## src/pkg/vms_defs.svh

```systemverilog
// constants for the velocity mode selector
`ifndef VMS_DEFS_SVH
`define VMS_DEFS_SVH

`define VMS_INTERVAL_W 20
`define VMS_INTERVAL_MAX 20'hfffff
`define VMS_STANDSTILL_CYCLES 21'h100000
`define VMS_POWERDOWN_UNIT 26'h0040000
`define VMS_HYST_WIDE_SHIFT 3'h4
`define VMS_HYST_NARROW_SHIFT 3'h5
`define VMS_USTEP_SHIFT_MAX 4'h8
`define VMS_CURRENT_W 5

`endif

```

## src/pkg/vms_pkg.sv

```systemverilog
// types shared by the velocity mode selector
package vms_pkg;

   typedef logic [19:0] vms_interval_t;
   typedef logic [4:0] vms_current_t;

   typedef struct packed {
      vms_interval_t quiet_mode_limit;
      vms_interval_t load_adapt_lower_limit;
      vms_interval_t high_speed_limit;
      logic [7:0] idle_powerdown_delay;
      logic en_quiet_pwm;
      logic en_load_adapt;
      logic en_stall_out;
      logic narrow_hyst;
      logic fast_chop_switch;
      logic fast_fullstep_switch;
   } vms_cfg_s;

   typedef struct packed {
      logic quiet_pwm;
      logic load_adapt;
      logic stall_out;
      logic speed_step_off;
      logic sync_off;
      logic classic_chop;
      logic fullstep;
      logic standstill;
      logic hold_current;
   } vms_mode_s;

   typedef enum logic [1:0] {
      VMS_PD_RUN = 2'b00,
      VMS_PD_WAIT = 2'b01,
      VMS_PD_HOLD = 2'b10
   } vms_pd_e;

endpackage

```

## src/vms_hyst_cmp.sv

```systemverilog
// threshold comparator with hysteresis, updated on evaluation strobe
`timescale 1ns/1ps
`default_nettype none
`include "vms_defs.svh"

module vms_hyst_cmp (
   // clock and reset
   input wire logic i_ref_clk,
   input wire logic i_sys_rst,
   // measurement
   input wire logic i_eval,
   input wire logic [19:0] i_interval,
   // setting
   input wire logic [19:0] i_limit,
   input wire logic i_narrow,
   // result: velocity above threshold
   output logic o_fast
);

   wire [2:0] hyst_shift;
   wire [21:0] margin;
   wire [21:0] enter_sum;
   wire enter_fast;
   wire leave_fast;
   wire next_fast;

   // upper switching point lies 1/16 or 1/32 above the threshold
   assign hyst_shift = i_narrow ? `VMS_HYST_NARROW_SHIFT : `VMS_HYST_WIDE_SHIFT;
   assign margin = {2'h0, i_limit >> hyst_shift};
   assign enter_sum = {2'h0, i_interval} + margin + 22'h000001;
   assign enter_fast = enter_sum <= {2'h0, i_limit};
   assign leave_fast = i_interval > i_limit;
   assign next_fast = o_fast ? !leave_fast : enter_fast;

   always_ff @(posedge i_ref_clk) begin
      if (i_sys_rst) begin
         o_fast <= 1'b0;
      end else if (i_eval) begin
         o_fast <= next_fast;
      end
   end

endmodule
`default_nettype wire

```

## src/vms_mode_selector.sv

```systemverilog
// velocity mode selector: step interval, standstill, powerdown, mode choice
//
// Operation
// - measure step interval in device clocks
// - interval reads all ones on overflow/standstill
// - interval normalised to 256-microstep resolution
// - standstill flag after 2^20 idle clocks
// - programmable delay before current power down
// - run or hold current by standstill
// - slow side of quiet limit: quiet on, stepping off
// - load adapt band enables load adapt current
// - stall output enabled below load adapt limit
// - high speed: normal current, no quiet, sync off
// - fast chopper switch: classic chopper at high speed
// - fast fullstep switch only at 45 degrees
// - threshold hysteresis 1/16 or 1/32
// - voltage PWM enable bit gates quiet mode
// - limits span full 20-bit range, direct compare
`timescale 1ns/1ps
`default_nettype none
`include "vms_defs.svh"

module vms_mode_selector #(
   parameter logic [20:0] STANDSTILL_CYCLES = `VMS_STANDSTILL_CYCLES,
   parameter logic [25:0] POWERDOWN_UNIT = `VMS_POWERDOWN_UNIT
) (
   // clock and reset
   input wire logic i_ref_clk,
   input wire logic i_sys_rst,
   // step source
   input wire logic i_step,
   input wire logic [3:0] i_ustep_shift,
   input wire logic i_at_45deg,
   // configuration
   input wire vms_pkg::vms_cfg_s i_cfg,
   input wire vms_pkg::vms_current_t i_run_level,
   input wire vms_pkg::vms_current_t i_hold_level,
   // status and mode outputs
   output vms_pkg::vms_interval_t o_step_interval,
   output vms_pkg::vms_mode_s o_mode,
   output vms_pkg::vms_current_t o_current_level
);
   import vms_pkg::*;

   logic [20:0] idle_cnt;
   logic [25:0] pd_cnt;
   vms_pd_e pd_state;
   vms_pd_e next_pd_state;
   vms_interval_t next_step_interval;
   logic fullstep_active;

   wire standstill;
   wire reach_standstill;
   wire [3:0] shift_amt;
   wire [20:0] norm_raw;
   wire eval;
   wire quiet_fast;
   wire la_fast;
   wire hs_fast;
   wire [25:0] pd_target;
   wire pd_done;
   wire fullstep_req;
   wire next_fullstep;
   wire [20:0] idle_cnt_inc;
   vms_mode_s next_mode;

   // idle counter saturates at the standstill count
   assign standstill = idle_cnt >= STANDSTILL_CYCLES;
   assign reach_standstill = !i_step && (idle_cnt == STANDSTILL_CYCLES - 21'h000001);
   assign idle_cnt_inc = standstill ? idle_cnt : idle_cnt + 21'h000001;

   // coarser microsteps count as 2^shift fine steps
   assign shift_amt = (i_ustep_shift > `VMS_USTEP_SHIFT_MAX) ?
      `VMS_USTEP_SHIFT_MAX : i_ustep_shift;
   assign norm_raw = idle_cnt >> shift_amt;

   always_comb begin
      next_step_interval = o_step_interval;
      if (reach_standstill) begin
         next_step_interval = `VMS_INTERVAL_MAX;
      end else if (i_step) begin
         if (standstill) begin
            next_step_interval = `VMS_INTERVAL_MAX;
         end else begin
            next_step_interval = norm_raw[19:0];
         end
      end
   end

   assign eval = i_step || reach_standstill;

   always_ff @(posedge i_ref_clk) begin
      if (i_sys_rst) begin
         idle_cnt <= STANDSTILL_CYCLES;
         o_step_interval <= `VMS_INTERVAL_MAX;
      end else begin
         idle_cnt <= i_step ? 21'h000001 : idle_cnt_inc;
         o_step_interval <= next_step_interval;
      end
   end

   // three threshold comparators, all on the new interval
   vms_hyst_cmp u_cmp_quiet (
      .i_ref_clk(i_ref_clk),
      .i_sys_rst(i_sys_rst),
      .i_eval(eval),
      .i_interval(next_step_interval),
      .i_limit(i_cfg.quiet_mode_limit),
      .i_narrow(i_cfg.narrow_hyst),
      .o_fast(quiet_fast)
   );

   vms_hyst_cmp u_cmp_load_adapt (
      .i_ref_clk(i_ref_clk),
      .i_sys_rst(i_sys_rst),
      .i_eval(eval),
      .i_interval(next_step_interval),
      .i_limit(i_cfg.load_adapt_lower_limit),
      .i_narrow(i_cfg.narrow_hyst),
      .o_fast(la_fast)
   );

   vms_hyst_cmp u_cmp_high_speed (
      .i_ref_clk(i_ref_clk),
      .i_sys_rst(i_sys_rst),
      .i_eval(eval),
      .i_interval(next_step_interval),
      .i_limit(i_cfg.high_speed_limit),
      .i_narrow(i_cfg.narrow_hyst),
      .o_fast(hs_fast)
   );

   // powerdown delay: 0 none, 1 one clock, then steps of the unit
   assign pd_target = (i_cfg.idle_powerdown_delay == 8'h00) ? 26'h0000000 :
      26'h0000001 + POWERDOWN_UNIT * {18'h00000, i_cfg.idle_powerdown_delay - 8'h01};
   assign pd_done = pd_cnt >= pd_target;

   always_comb begin
      next_pd_state = pd_state;
      unique case (pd_state)
         VMS_PD_RUN: begin
            if (standstill) begin
               next_pd_state = pd_done ? VMS_PD_HOLD : VMS_PD_WAIT;
            end
         end
         VMS_PD_WAIT: begin
            if (!standstill) begin
               next_pd_state = VMS_PD_RUN;
            end else if (pd_done) begin
               next_pd_state = VMS_PD_HOLD;
            end
         end
         VMS_PD_HOLD: begin
            if (!standstill) begin
               next_pd_state = VMS_PD_RUN;
            end
         end
         default: begin
            next_pd_state = VMS_PD_RUN;
         end
      endcase
   end

   always_ff @(posedge i_ref_clk) begin
      if (i_sys_rst) begin
         pd_state <= VMS_PD_RUN;
         pd_cnt <= 26'h0000000;
      end else begin
         pd_state <= next_pd_state;
         if (!standstill) begin
            pd_cnt <= 26'h0000000;
         end else if (!pd_done) begin
            pd_cnt <= pd_cnt + 26'h0000001;
         end
      end
   end

   // fullstep entry and exit only at the 45 degree position
   assign fullstep_req = i_cfg.fast_fullstep_switch && hs_fast;
   assign next_fullstep = (fullstep_req != fullstep_active) && i_at_45deg ?
      fullstep_req : fullstep_active;

   always_ff @(posedge i_ref_clk) begin
      if (i_sys_rst) begin
         fullstep_active <= 1'b0;
      end else begin
         fullstep_active <= next_fullstep;
      end
   end

   // mode selection from the comparison results
   always_comb begin
      next_mode = '0;
      next_mode.quiet_pwm = i_cfg.en_quiet_pwm && !quiet_fast && !la_fast && !hs_fast;
      next_mode.speed_step_off = !quiet_fast;
      next_mode.load_adapt = i_cfg.en_load_adapt && la_fast && !hs_fast;
      next_mode.stall_out = i_cfg.en_stall_out && la_fast;
      next_mode.sync_off = hs_fast;
      next_mode.classic_chop = i_cfg.fast_chop_switch && hs_fast;
      next_mode.fullstep = next_fullstep;
      next_mode.standstill = standstill;
      next_mode.hold_current = next_pd_state == VMS_PD_HOLD;
   end

   always_ff @(posedge i_ref_clk) begin
      if (i_sys_rst) begin
         o_mode <= '0;
         o_current_level <= '0;
      end else begin
         o_mode <= next_mode;
         o_current_level <= (next_pd_state == VMS_PD_HOLD) ? i_hold_level : i_run_level;
      end
   end

endmodule
`default_nettype wire

```

## config.mk

```make
export PLATFORM = sky130hd
export DESIGN_NAME = vms_mode_selector
export DESIGN_NICKNAME = d
export VERILOG_FILES = /design/src/pkg/vms_pkg.sv /design/src/vms_hyst_cmp.sv /design/src/vms_mode_selector.sv
export VERILOG_INCLUDE_DIRS = /design/src /design/src/pkg
export SDC_FILE = /design/constraint.sdc
export NUM_CORES = 1
export LEC_CHECK = 0
export ABC_AREA = 0
export BUFFER_PORTS_ARGS = -buffer_cell sky130_fd_sc_hd__clkbuf_2
export CAP_MARGIN = 20
export CORE_UTILIZATION = 55
export CTS_CLUSTER_DIAMETER = 200
export DETAILED_ROUTE_END_ITERATION = 12
export GPL_TIMING_DRIVEN = 0
export HOLD_SLACK_MARGIN = 0.06
export PLACE_DENSITY = 0.79
export SYNTH_ARGS = -nofsm -noshare
export SYNTH_HDL_FRONTEND = slang
export SYNTH_HIERARCHICAL = 1
export SYNTH_SLANG_ARGS = --single-unit
```

## constraint.sdc

```tcl
create_clock -name i_ref_clk -period 4.7 [get_ports i_ref_clk]
set_input_delay 0.235 -clock i_ref_clk [delete_from_list [all_inputs] [get_ports i_ref_clk]]
set_output_delay 0.235 -clock i_ref_clk [all_outputs]
set_load 0.03 [all_outputs]
```

# Yosys cells after proc, flatten, opt, wreduce, memory -nomap -nowiden
# Index checks and enable logic that the tools add are counted.
# word_totals
output_inout_bits,34
in_bits,92
ff_bits,86
elab_cells,89
# op_classes
mux,19
n_bitwise,1
eq_ne,6
add_sub_neg,10
reduce_logical,22
n_shift,4
magnitude_cmp,9
# ops
cell,n
$add 22x1->22 const B,3
$le 22x20->1,3
$add 20x20->21,3
$gt 20x20->1,3
$mux 20,3
$shr 20x3->20,3
$mux 21,2
$add 1x26->26 const A,1
$add 26x1->26 const B,1
$ge 26x26->1,1
$mux 26,1
$add 21x1->21 const B,1
$eq 21x20->1 const B,1
$ge 21x21->1 const B,1
$shr 21x4->20,1
$logic_and 1x1->1,10
$mux 2,5
$logic_not 8->1,1
$sub 8x1->8 const B,1
$logic_not 1->1,7
$pmux 2 s3,1
$mux 1,5
$mux 5,1
$eq 2x2->1 const B,2
other kinds (9),10

# Depth between registers and ports, before layout
# Gate-level depths: netlist of run 1.
# logic_depth
ltp_word,10
depth_mapped,25
mapped_depth_nobuf,24

# By module
# Netlist of run 1, hierarchy kept.
# modules_own_cells
module,seq_area_each_um2,cells_each,instances,area_per_inst_um2
vms_mode_selector,1661.6,572,1,5051.1
vms_hyst_cmp at u_cmp_high_speed ...,20.0,269,2,1970.6
vms_hyst_cmp at u_cmp_load_adapt,20.0,290,1,2135.8

# Least setup slack after synthesis of run 1
# Ideal clock, no wire load.
# synth_timing
kind,input to register
start,input port i_ustep_shift[1]
end,register u_cmp_high_speed.o_fast
t_required_ns,4.597
setup_ns,0.103
setup_slack_ns,-0.410
n_path_buf,2
arrival_time_ns,5.006
path_stages,23
path_cell_list,buf_2 > nor2b_1 > buf_2 > mux2_2 > o21ai_0 > o211a_1 > nor2_1 > fa_1 > a211oi_2 > o211ai_1 > a221o_1 > a41o_1 > a31oi_4 > nor2_1 > xor2_1 > ha_1 > or2_1 > a21oi_1 > a21oi_1 > a2111oi_0 > o21a_1 > nor2_1 > a2111oi_2
# synth_between
elab_chain_len,10
elab_cells_between_ends,12
cone_classes,add/sub: 2; order compare: 3; shift: 1; mux: 5; reduce/logical: 1
# synth_rtl
element,line,rtl
"start, declared",vms_mode_selector.sv:32,"input wire logic [3:0] i_ustep_shift,"
$gt 4x4->1 (no line),n/a,
$mux 4 *,vms_mode_selector.sv:73,assign shift_amt = (i_ustep_shift > `VMS_USTEP_SHIFT_MAX) ?
$shr 21x4->20 *,vms_mode_selector.sv:75,assign norm_raw = idle_cnt >> shift_amt;
$mux 20 *,vms_mode_selector.sv:82,if (standstill) begin
$mux 20 *,vms_mode_selector.sv:81,end else if (i_step) begin
$mux 20 *,vms_mode_selector.sv:79,if (reach_standstill) begin
named net next_step_interval[1],vms_mode_selector.sv:49,vms_interval_t next_step_interval;
$add 20x20->21,vms_hyst_cmp.sv:30,"assign enter_sum = {2'h0, i_interval} + margin + 22'h000001;"
$add 22x1->22,vms_hyst_cmp.sv:30,
$le 22x20->1,vms_hyst_cmp.sv:31,"assign enter_fast = enter_sum <= {2'h0, i_limit};"
$mux 1 *,vms_hyst_cmp.sv:33,assign next_fast = o_fast ? !leave_fast : enter_fast;
"end signal, assigned",vms_hyst_cmp.sv:39,o_fast <= next_fast;
"end, declared",vms_hyst_cmp.sv:17,output logic o_fast
# The timed path passes the listed nets; every way through them passes the cells marked *.
# A chain may end at the register's enable or synchronous reset.

# Final worst setup path of run 1
# layout_timing
start,register idle_cnt[1]
end,register u_cmp_quiet.o_fast
# layout_between
elab_chain_len,8
elab_cells_between_ends,14
cone_classes,add/sub: 2; order compare: 3; eq/ne: 1; shift: 1; mux: 4; reduce/logical: 3
# layout_rtl
element,line,rtl
"start, declared",vms_mode_selector.sv:45,logic [20:0] idle_cnt;
"start signal, assigned",vms_mode_selector.sv:97,idle_cnt <= i_step ? 21'h000001 : idle_cnt_inc;
$ge 21x21->1 or $shr 21x4->20 (tied branches),"vms_mode_selector.sv:68, vms_mode_selector.sv:75",
$mux 20,vms_mode_selector.sv:82,
$mux 20,vms_mode_selector.sv:81,
$mux 20 *,vms_mode_selector.sv:79,
named net next_step_interval[0],vms_mode_selector.sv:49,
$add 20x20->21,vms_hyst_cmp.sv:30,
$add 22x1->22,vms_hyst_cmp.sv:30,
$le 22x20->1,vms_hyst_cmp.sv:31,
$mux 1 *,vms_hyst_cmp.sv:33,
"end signal, assigned",vms_hyst_cmp.sv:39,
"end, declared",vms_hyst_cmp.sv:17,
# Marks and branches as above.

==> results.cfg, run 1 <==
[final_layout]
num_antenna_cells = 0
layout.cells.non_filler = 1889
design_area_sq_um = 13890
drive_gt1_frac = 0.2482
fillCellCount = 1560
utilization = 0.7066
area_growth_pct = 24.80
final_net_count = 1895

[synthesis]
async_reset_ff_frac = 0
ys_seq_area_frac = 0.1547
netlist_instances = 1400
ys_ff_latch = 86
synthSimpleGateAreaFrac = 0.2187
syn_area_per_cell_sq_um = 7.949
yosys.cell_types.count = 90
ys_top_cells_by_count = ha_1 (181), nand2_1 (112), a21oi_1 (108), inv_1 (92), o21ai_0 (87)
synthTopCellsByArea = ha_1 (20%), dfxtp_1 (15%), a21oi_1 (4.9%)
synth_fp_nets = 1676
yosysTopAreaCell = ha_1
muxShareOfSynthArea = 0.05914
synth_fa_ha_area_frac = 0.2089
synth-xor-area-share = 0.04880
netlist_area_sq_um = 11130
yosys_warnings = 6
synth_ff_type = dfxtp_1
synth_edf_count = 0
synth_top_family_by_area = compound AO/OA/AOI/OAI gates
post-synth-top-area-fraction = 0.2035
synth_most_common_cell = ha_1
synth_compound_area_frac = 0.2514

[run_status]
violations = negative setup slack
status = finished with violations

[place]
gp_congestion = 0.9714
hpwl_um = 26760
dp.cells = 1791
port-buffer-count = 122
place_area_sq_um = 12370

[global_routing]
antenna_found_initial = 0
use_met2 = 0.5927
grt_pass1_vias = 11400
overflow = 0
grt_pass1_wl_um = 57610
grtUsageTotal = 0.3567
grt_util_met1 = 0.4296
grt_max_degree = 15
grt.busiest_layer = met2
grt.met3_usage = 0.05066

[power]
power_density_nw_per_um2 = 241.6
power_mw = 3.355
leakage_nw = 5.985
max-vdd-ir-drop_mv = 0.1871

[sta]
clock.fmax_ghz = 0.1917
period_needed_ns = 5.216
final_hold_viol_count = 0
worst_pin_slew_ns = 0.8288
slew_viol_final = 0
clock_skew_ns = 0.009499
slew_headroom = 0.4454
rsz0062_at_grt = true
finalCritPeriodShare = 1.110
finalSetupViolCount = 3
whs_ns = 0.08486
finalWorstSetupSlack_ns = -0.5162

[drt]
vias_per_cell = 6.406
vias = 12100
antenna_left = 0
drt_pass1_iterations = 5
drc = 0
wirelength_um = 37620
routedWlPerCell_um = 19.91
drt_iter0_drc = 1015

[clock_tree]
path_clk_slew_ns = 0.06
cts_tree = yes
cts.sinks = 86
numCtsBuffers = 9
worst_skew_pair.late_latency_ns = 0.35
clock_path_buffers = 2
htree_levels = 3
cts_hold_buf = 0
cts_root_buf = clkbuf_16

[floorplan]
dieWidth_um = 144.2
core_sq_um = 19650
initial_core_util = 0.5662
die_area_sq_um = 20810
io_pins = 126
core.rowCount = 51
die_h_um = 144.2

[setup_path]
path_max_fanout = 4
max_stage_delay_ns = 0.37
crit_slowest_cell = dfxtp_4
cp-start-kind = flip-flop
worst_path_most_repeated_cell = buf_4
arrival_ns = 5.44
path_class = flip-flop to flip-flop
end_kind = flip-flop
crit_required_ns = 4.92

[run]
maxCapViolCount = 0

[min_path]
hp-class = primary input to flip-flop
-- kinds of logic after synthesis --
kind of cell	Yosys count
flops	86
mux	46
xor+xnor	62
compound gates	411
simple gates	459
fa+ha+maj	184
buf+inv	152
-- routing by layer --
metal / share of wire / up-vias
met1: 0.40 / 5649
met3: 0.081 / 154
li1: - / 5691
met4: 0.061 / 0
met5: 0 / -
met2: 0.46 / 606
-- sequential cells by signal, indices dropped and copies added, names as in the netlist, 2 cells and up --
signal,cells
o_step_interval,20
idle_cnt,21
pd_state,2
o_current_level,5
o_mode,9
pd_cnt,26
-- placed cells by master, fill, tap and decap left out, types with 29 or more instances in the layout --
| master | instances |
|---|---|
| nand4_1 | 35 |
| xor2_1 | 34 |
| nand2_1 | 111 |
| ha_1 | 168 |
| a21oi_1 | 96 |
| nor2_1 | 69 |
| nand3_1 | 46 |
| inv_1 | 89 |
| dfxtp_1 | 72 |
| o21ai_0 | 82 |
| clkbuf_2 | 125 |
| buf_4 | 82 |
| a21o_1 | 29 |
-- path summary, 6_finish.rpt --
path                     from            endpoint  slack [ns]  cells past startpoint
setup / recovery  idle_cnt[1]  u_cmp_quiet/o_fast       -0.52                     34
hold / removal       i_cfg[1]           o_mode[3]        0.08                      2
setup reg to reg  idle_cnt[1]  u_cmp_quiet/o_fast       -0.52                     34
hold reg to reg     o_mode[2]           o_mode[2]        0.48                      2
-- timing repair --
| action | 4_1_cts | 5_1_grt |
|---|---|---|
| buffers inserted | 64 | 23 |
| endpoints found under the hold margin | 0 | 0 |
| endpoints found under the setup margin | 3 | 3 |
| pin swaps | 37 | 60 |
| resized for setup | 71 | 37 |
-- report_power, final --
part	switching, mW	total (mW)	internal [mW]	leakage, nW
clock network	0.309	0.723	0.413	0.136
logic	1.03	1.85	0.818	5.14
registers	0.0303	0.785	0.754	0.709
-- cell type report --
class                   instances  area (sq um)  area share
multi-input cells            1162          9405      0.6772
clock inverters                 5         58.81    0.004234
flip-flops and latches         86          1754      0.1263
well taps                     265         331.6     0.02387
clock buffers                  11         232.7     0.01676
inverters                      93         351.6     0.02532
repair buffers                213          1416      0.1020
plain buffers                  54         337.8     0.02432
-- metrics by stage --
step,TNS [ns],worst slack (ns)
floorplan,-0.001897,-0.001897
global placement,-3.256,-1.226
detailed placement,-3.231,-1.259
CTS,-1.036,-0.4132
global route,-1.773,-0.6969
finish,-1.267,-0.5162
-- worst max-delay path: cells and delay by family (launching register included) --
kind                     cells  cell delay, ns
flip-flops                   1            0.37
AO/OA/AOI/OAI                7            1.04
AND/OR/NAND/NOR              3            0.63
adder cells (fa/ha/maj)      2            0.30
buffers and inverters       22            2.74
Note: power is estimated with default switching activity, not from simulation.
==> run 2: changes to the inputs <==
--- a/config.mk
+++ b/config.mk
@@ -14,7 +14,7 @@
 export DETAILED_ROUTE_END_ITERATION = 12
 export GPL_TIMING_DRIVEN = 0
 export HOLD_SLACK_MARGIN = 0.06
-export PLACE_DENSITY = 0.79
+export PLACE_DENSITY = 0.82
 export SYNTH_ARGS = -nofsm -noshare
 export SYNTH_HDL_FRONTEND = slang
 export SYNTH_HIERARCHICAL = 1
==> results.cfg, run 2 (synthesis gave the netlist of run 1 again) <==
[run_status]
status = finished with violations
violations = negative setup slack

[final_layout]
largest_reg_flops = 26
final_cell_mix = ha_1 (168), clkbuf_2 (124), nand2_1 (112), a21oi_1 (96), inv_1 (88)
area_growth_pct = 24.35
regMostFlops = pd_cnt
seqCellArea_sq_um = 1763
num_antenna_cells = 0
drive_gt1_frac = 0.2485
multiInputGateArea_sq_um = 9288
fillCellCount = 1502
utilization = 0.7041
final_net_count = 1897
design_area_sq_um = 13840
final_common_cell = ha_1
top_regs = pd_cnt: 26 flops, idle_cnt: 21 flops, o_step_interval: 20 flops

[drt]
vias_per_cell = 6.508
drc = 0
wirelength_um = 37560
drt_pass1_iterations = 5
antenna_left = 0
vias = 12310
routedWlPerCell_um = 19.86
drt_iter0_drc = 1287

[setup_path]
path_max_fanout = 4
worst_path_most_repeated_cell = buf_4
crit_required_ns = 4.97
end_kind = flip-flop
max_stage_delay_ns = 0.38
path_class = flip-flop to flip-flop
arrival_ns = 5.49
cp-start-kind = flip-flop
crit_slowest_cell = dfxtp_4

[floorplan]
core.rowCount = 51
die_area_sq_um = 20810
core_sq_um = 19650
initial_core_util = 0.5662
io_pins = 126
die_h_um = 144.2
dieWidth_um = 144.2

[global_routing]
grtUsageTotal = 0.3518
grt_pass1_wl_um = 57300
antenna_found_initial = 0
overflow = 0
grt_pass1_vias = 11390
grt_max_degree = 17

[sta]
period_needed_ns = 5.222
slew_viol_final = 0
worst_pin_slew_ns = 1.047
clock.fmax_ghz = 0.1915
rsz0062_at_grt = true
finalWorstSetupSlack_ns = -0.5221
finalCritPeriodShare = 1.111
final_hold_viol_count = 0
clock_skew_ns = 0.01548
slew_headroom = 0.2991
finalSetupViolCount = 3
whs_ns = 0.07244

[power]
leakage_nw = 6.026
power_mw = 3.405
max-vdd-ir-drop_mv = 0.2141
p_clk_frac = 0.241
combPwrFrac = 0.529
switchingPower_mw = 1.380
power_density_nw_per_um2 = 246.0
power.share.sequential = 0.230
swShare = 0.4053
intPower_mw = 2.025

[place]
port-buffer-count = 122
gp_congestion = 1.002
hpwl_um = 26480
pre_cts_slack_ns = -1.133
place_area_sq_um = 12370

[clock_tree]
cts.sinks = 86
worst_skew_pair.late_latency_ns = 0.36
htree_levels = 3
numCtsBuffers = 9
clock_path_buffers = 2
path_clk_slew_ns = 0.08
cts_root_buf = clkbuf_16
cts_tree = yes
cts_hold_buf = 0

[min_path]
hp-class = primary input to flip-flop

[run]
maxCapViolCount = 0
[run 2: changes by cell type in the layout (fill, tap and decap cells not counted), moves of 2 or more]
cell / previous run / this run
buf_4: 82 / 85
dfxtp_2: 8 / 6
clkbuf_1: 26 / 23
a31oi_2: 0 / 2
inv_2: 2 / 4
clkinvlp_4: 2 / 0
dfxtp_4: 6 / 9
a31oi_4: 4 / 2
nor2b_4: 4 / 2
[run 2: final cells by class]
class | count | area share
inverters | 93 | 0.02523
repair buffers | 215 | 0.1029
flip-flops and latches | 86 | 0.1274
well taps | 265 | 0.02396
clock inverters | 7 | 0.007414
clock buffers | 9 | 0.01627
plain buffers | 54 | 0.02568
multi-input cells | 1162 | 0.6712
[run 2: path summary, 6_finish.rpt]
check / slack, ns / cells past startpoint / start / to
setup / recovery: -0.52 / 32 / idle_cnt[1] / u_cmp_quiet/o_fast
hold reg to reg: 0.45 / 1 / pd_state[1] / pd_state[0]
hold / removal: 0.07 / 2 / i_cfg[1] / o_mode[3]
setup reg to reg: -0.52 / 32 / idle_cnt[1] / u_cmp_quiet/o_fast
[run 2: power groups by stage]
stage | Sequential (mW) | Combinational (mW) | Clock [mW]
global route | 0.785 | 1.96 | 0.846
floorplan | 0.826 | 1.15 | 0
global placement | 0.801 | 1.49 | 0
finish | 0.784 | 1.80 | 0.820
CTS | 0.781 | 1.69 | 0.818
detailed placement | 0.802 | 1.55 | 0
[run 2: per-layer routing]
layer | vias to the layer above | routed length, um | GRT usage
met5 | - | 0 | 0
met4 | 0 | 2258 | 0.2022
met3 | 174 | 3290 | 0.05298
met2 | 703 | 17310 | 0.5914
met1 | 5731 | 14700 | 0.4271
li1 | 5699 | - | -
[run 2: metrics by stage]
stage | instances | setup TNS (ns)
3_5_place_dp | 1791 | -2.934
5_1_grt | 1891 | -1.813
2_1_floorplan | 1400 | -0.001897
4_1_cts | 1873 | -0.6468
6_report | 1891 | -1.309
3_3_place_gp | 1787 | -3.328
[run 2: timing repair]
action | CTS | global route
pin swaps | 40 | 28
resized for setup | 86 | 13
cloned | 0 | 1
endpoints found under the setup margin | 3 | 3
setup buffers | 70 | 18
[run 2: worst max-delay path: cells and delay by family, from the launching register on]
family,cells,cell delay [ns]
AOI/OAI and AO/OA,4,0.89
adders and majority gates,2,0.37
buffers and inverters,23,2.80
DFF,1,0.38
and+or+nand+nor,3,0.71
==> run 3: changes to the inputs <==
--- a/config.mk
+++ b/config.mk
@@ -8,7 +8,6 @@
 export LEC_CHECK = 0
 export ABC_AREA = 0
 export BUFFER_PORTS_ARGS = -buffer_cell sky130_fd_sc_hd__clkbuf_2
-export CAP_MARGIN = 20
 export CORE_UTILIZATION = 55
 export CTS_CLUSTER_DIAMETER = 200
 export DETAILED_ROUTE_END_ITERATION = 12
==> constraint.sdc (replaced) <==
create_clock -name i_ref_clk -period 4.77 [get_ports i_ref_clk]
set_input_delay 0.2385 -clock i_ref_clk [delete_from_list [all_inputs] [get_ports i_ref_clk]]
set_output_delay 0.2385 -clock i_ref_clk [all_outputs]
set_load 0.03 [all_outputs]
==> results.cfg, run 3 (synthesis gave the netlist of run 1 again) <==
[run_status]
status = finished with violations
violations = negative setup slack

[sta]
final_hold_viol_count = 0
clock.fmax_ghz = 0.1993
worst_pin_slew_ns = 0.9197
finalCritPeriodShare = 1.052
slew_viol_final = 0
finalSetupViolCount = 3
slew_headroom = 0.3845
rsz0062_at_grt = true
period_needed_ns = 5.017
whs_ns = 0.07972
finalWorstSetupSlack_ns = -0.2475
clock_skew_ns = 0.01851

[global_routing]
grt_pass1_wl_um = 56550
grt_util_met1 = 0.4321
grt_pass1_vias = 11190
grt.busiest_layer = met2
grt_max_degree = 20
antenna_found_initial = 1
grtUsageTotal = 0.3479
overflow = 0
use_met2 = 0.5795
grt.met3_usage = 0.04503

[final_layout]
regMostFlops = pd_cnt
top_regs = pd_cnt: 26 flops, idle_cnt: 21 flops, o_step_interval: 20 flops
drive_gt1_frac = 0.2436
final_cell_mix = ha_1 (164), clkbuf_2 (123), nand2_1 (111), a21oi_1 (97), inv_1 (89)
final_common_cell = ha_1
design_area_sq_um = 13760
largest_reg_flops = 26
area_growth_pct = 23.68
num_antenna_cells = 0
final_net_count = 1876

[drt]
routedWlPerCell_um = 19.96
vias_per_cell = 6.455
drt_pass1_iterations = 5
drt_iter0_drc = 1007
vias = 12070
wirelength_um = 37330
antenna_left = 0
drc = 0

[clock_tree]
cts.sinks = 86
path_clk_slew_ns = 0.07
cts_tree = yes
cts_hold_buf = 0
clock_path_buffers = 2
worst_skew_pair.late_latency_ns = 0.37
cts_root_buf = clkbuf_16
htree_levels = 3
numCtsBuffers = 9

[setup_path]
end_kind = flip-flop
path_max_fanout = 7
cp-start-kind = flip-flop
crit_required_ns = 4.99
path_class = flip-flop to flip-flop
arrival_ns = 5.24

[floorplan]
core_sq_um = 19650
dieWidth_um = 144.2
initial_core_util = 0.5662
io_pins = 126
die_area_sq_um = 20810
core.rowCount = 51
die_h_um = 144.2

[run]
maxCapViolCount = 0

[power]
max-vdd-ir-drop_mv = 0.1992
power_density_nw_per_um2 = 243.3
leakage_nw = 5.926

[min_path]
hp-class = primary input to flip-flop

[place]
hpwl_um = 26420
port-buffer-count = 122
gp_congestion = 0.9714
place_area_sq_um = 12200
[run 3: cell count changes in the layout (fill, tap and decap cells not counted), moves of 3 or more]
cell / change
ha_1: -4
ha_2: +4
buf_12: +5
buf_4: -21
clkbuf_4: +3
buf_6: -5
[run 3: routing by layer]
metal	vias up	share of wire	wire (um)
met5	-	0	0
met4	0	0.054	2002
met3	125	0.074	2755
met2	595	0.46	17250
met1	5711	0.41	15330
li1	5639	-	-
[run 3: what timing repair did]
| item | CTS | global route |
|---|---|---|
| endpoints found under the setup margin | 3 | 3 |
| gates cloned | 0 | 0 |
| setup buffers | 46 | 26 |
| gates resized for setup | 94 | 42 |
| pin swaps | 36 | 33 |
[run 3: worst max-delay path, stage by stage, from the launching register on]
cell and delay [ns]:
dfxtp_2 0.33, buf_6 0.12, nand4_1 0.19, nor4_4 0.42, a21o_4 0.21, buf_8 0.12, a2bb2oi_4 0.26, buf_4 0.17
buf_6 0.10, inv_1 0.05, ha_1 0.22, inv_1 0.07, fa_2 0.23, a211oi_2 0.09, o211ai_2 0.20, nand4_2 0.21
o2bb2ai_4 0.19, o21bai_2 0.18, nor3b_1 0.09, a211o_1 0.28, ha_1 0.31, nand2_1 0.07, nor2_2 0.17, nand3_1 0.13
o21bai_1 0.20, a211oi_2 0.21, a221oi_2 0.05
[run 3: worst paths after layout]
| kind | from | to | slack [ns] | cells past startpoint |
|---|---|---|---|---|
| hold reg to reg | pd_state[1] | pd_state[0] | 0.47 | 1 |
| setup / recovery | idle_cnt[4] | u_cmp_load_adapt/o_fast | -0.25 | 26 |
| setup reg to reg | idle_cnt[4] | u_cmp_load_adapt/o_fast | -0.25 | 26 |
| hold / removal | i_cfg[1] | o_mode[3] | 0.08 | 2 |
[run 3: stage by stage]
step / utilization / total power, mW / cells / worst slack [ns] / setup TNS [ns]
finish: 0.7003 / 3.349 / 1870 / -0.2475 / -0.6333
global placement: 0.6196 / 2.241 / 1787 / -1.292 / -3.561
CTS: 0.6774 / 3.201 / 1844 / -0.2383 / -0.4224
detailed placement: 0.6208 / 2.300 / 1788 / -1.374 / -3.630
floorplan: - / 1.924 / 1400 / -0.003570 / -0.004536
global route: 0.7003 / 3.537 / 1870 / -0.4226 / -1.163
[run 3: layout make-up]
cell class / count / area [sq um]
buffer: 53 / 337.8
clock buffer: 9 / 225.2
clock inverter: 7 / 102.6
fill: 1577 / 5891
inverter: 93 / 349.1
multi-input combinational: 1162 / 9343
sequential: 86 / 1767
tap: 265 / 331.6
timing repair buffer: 195 / 1308
[run 3: power breakdown]
part	switching [mW]	internal (mW)
Combinational	0.985	0.785
Sequential	0.0310	0.740
Clock	0.340	0.467
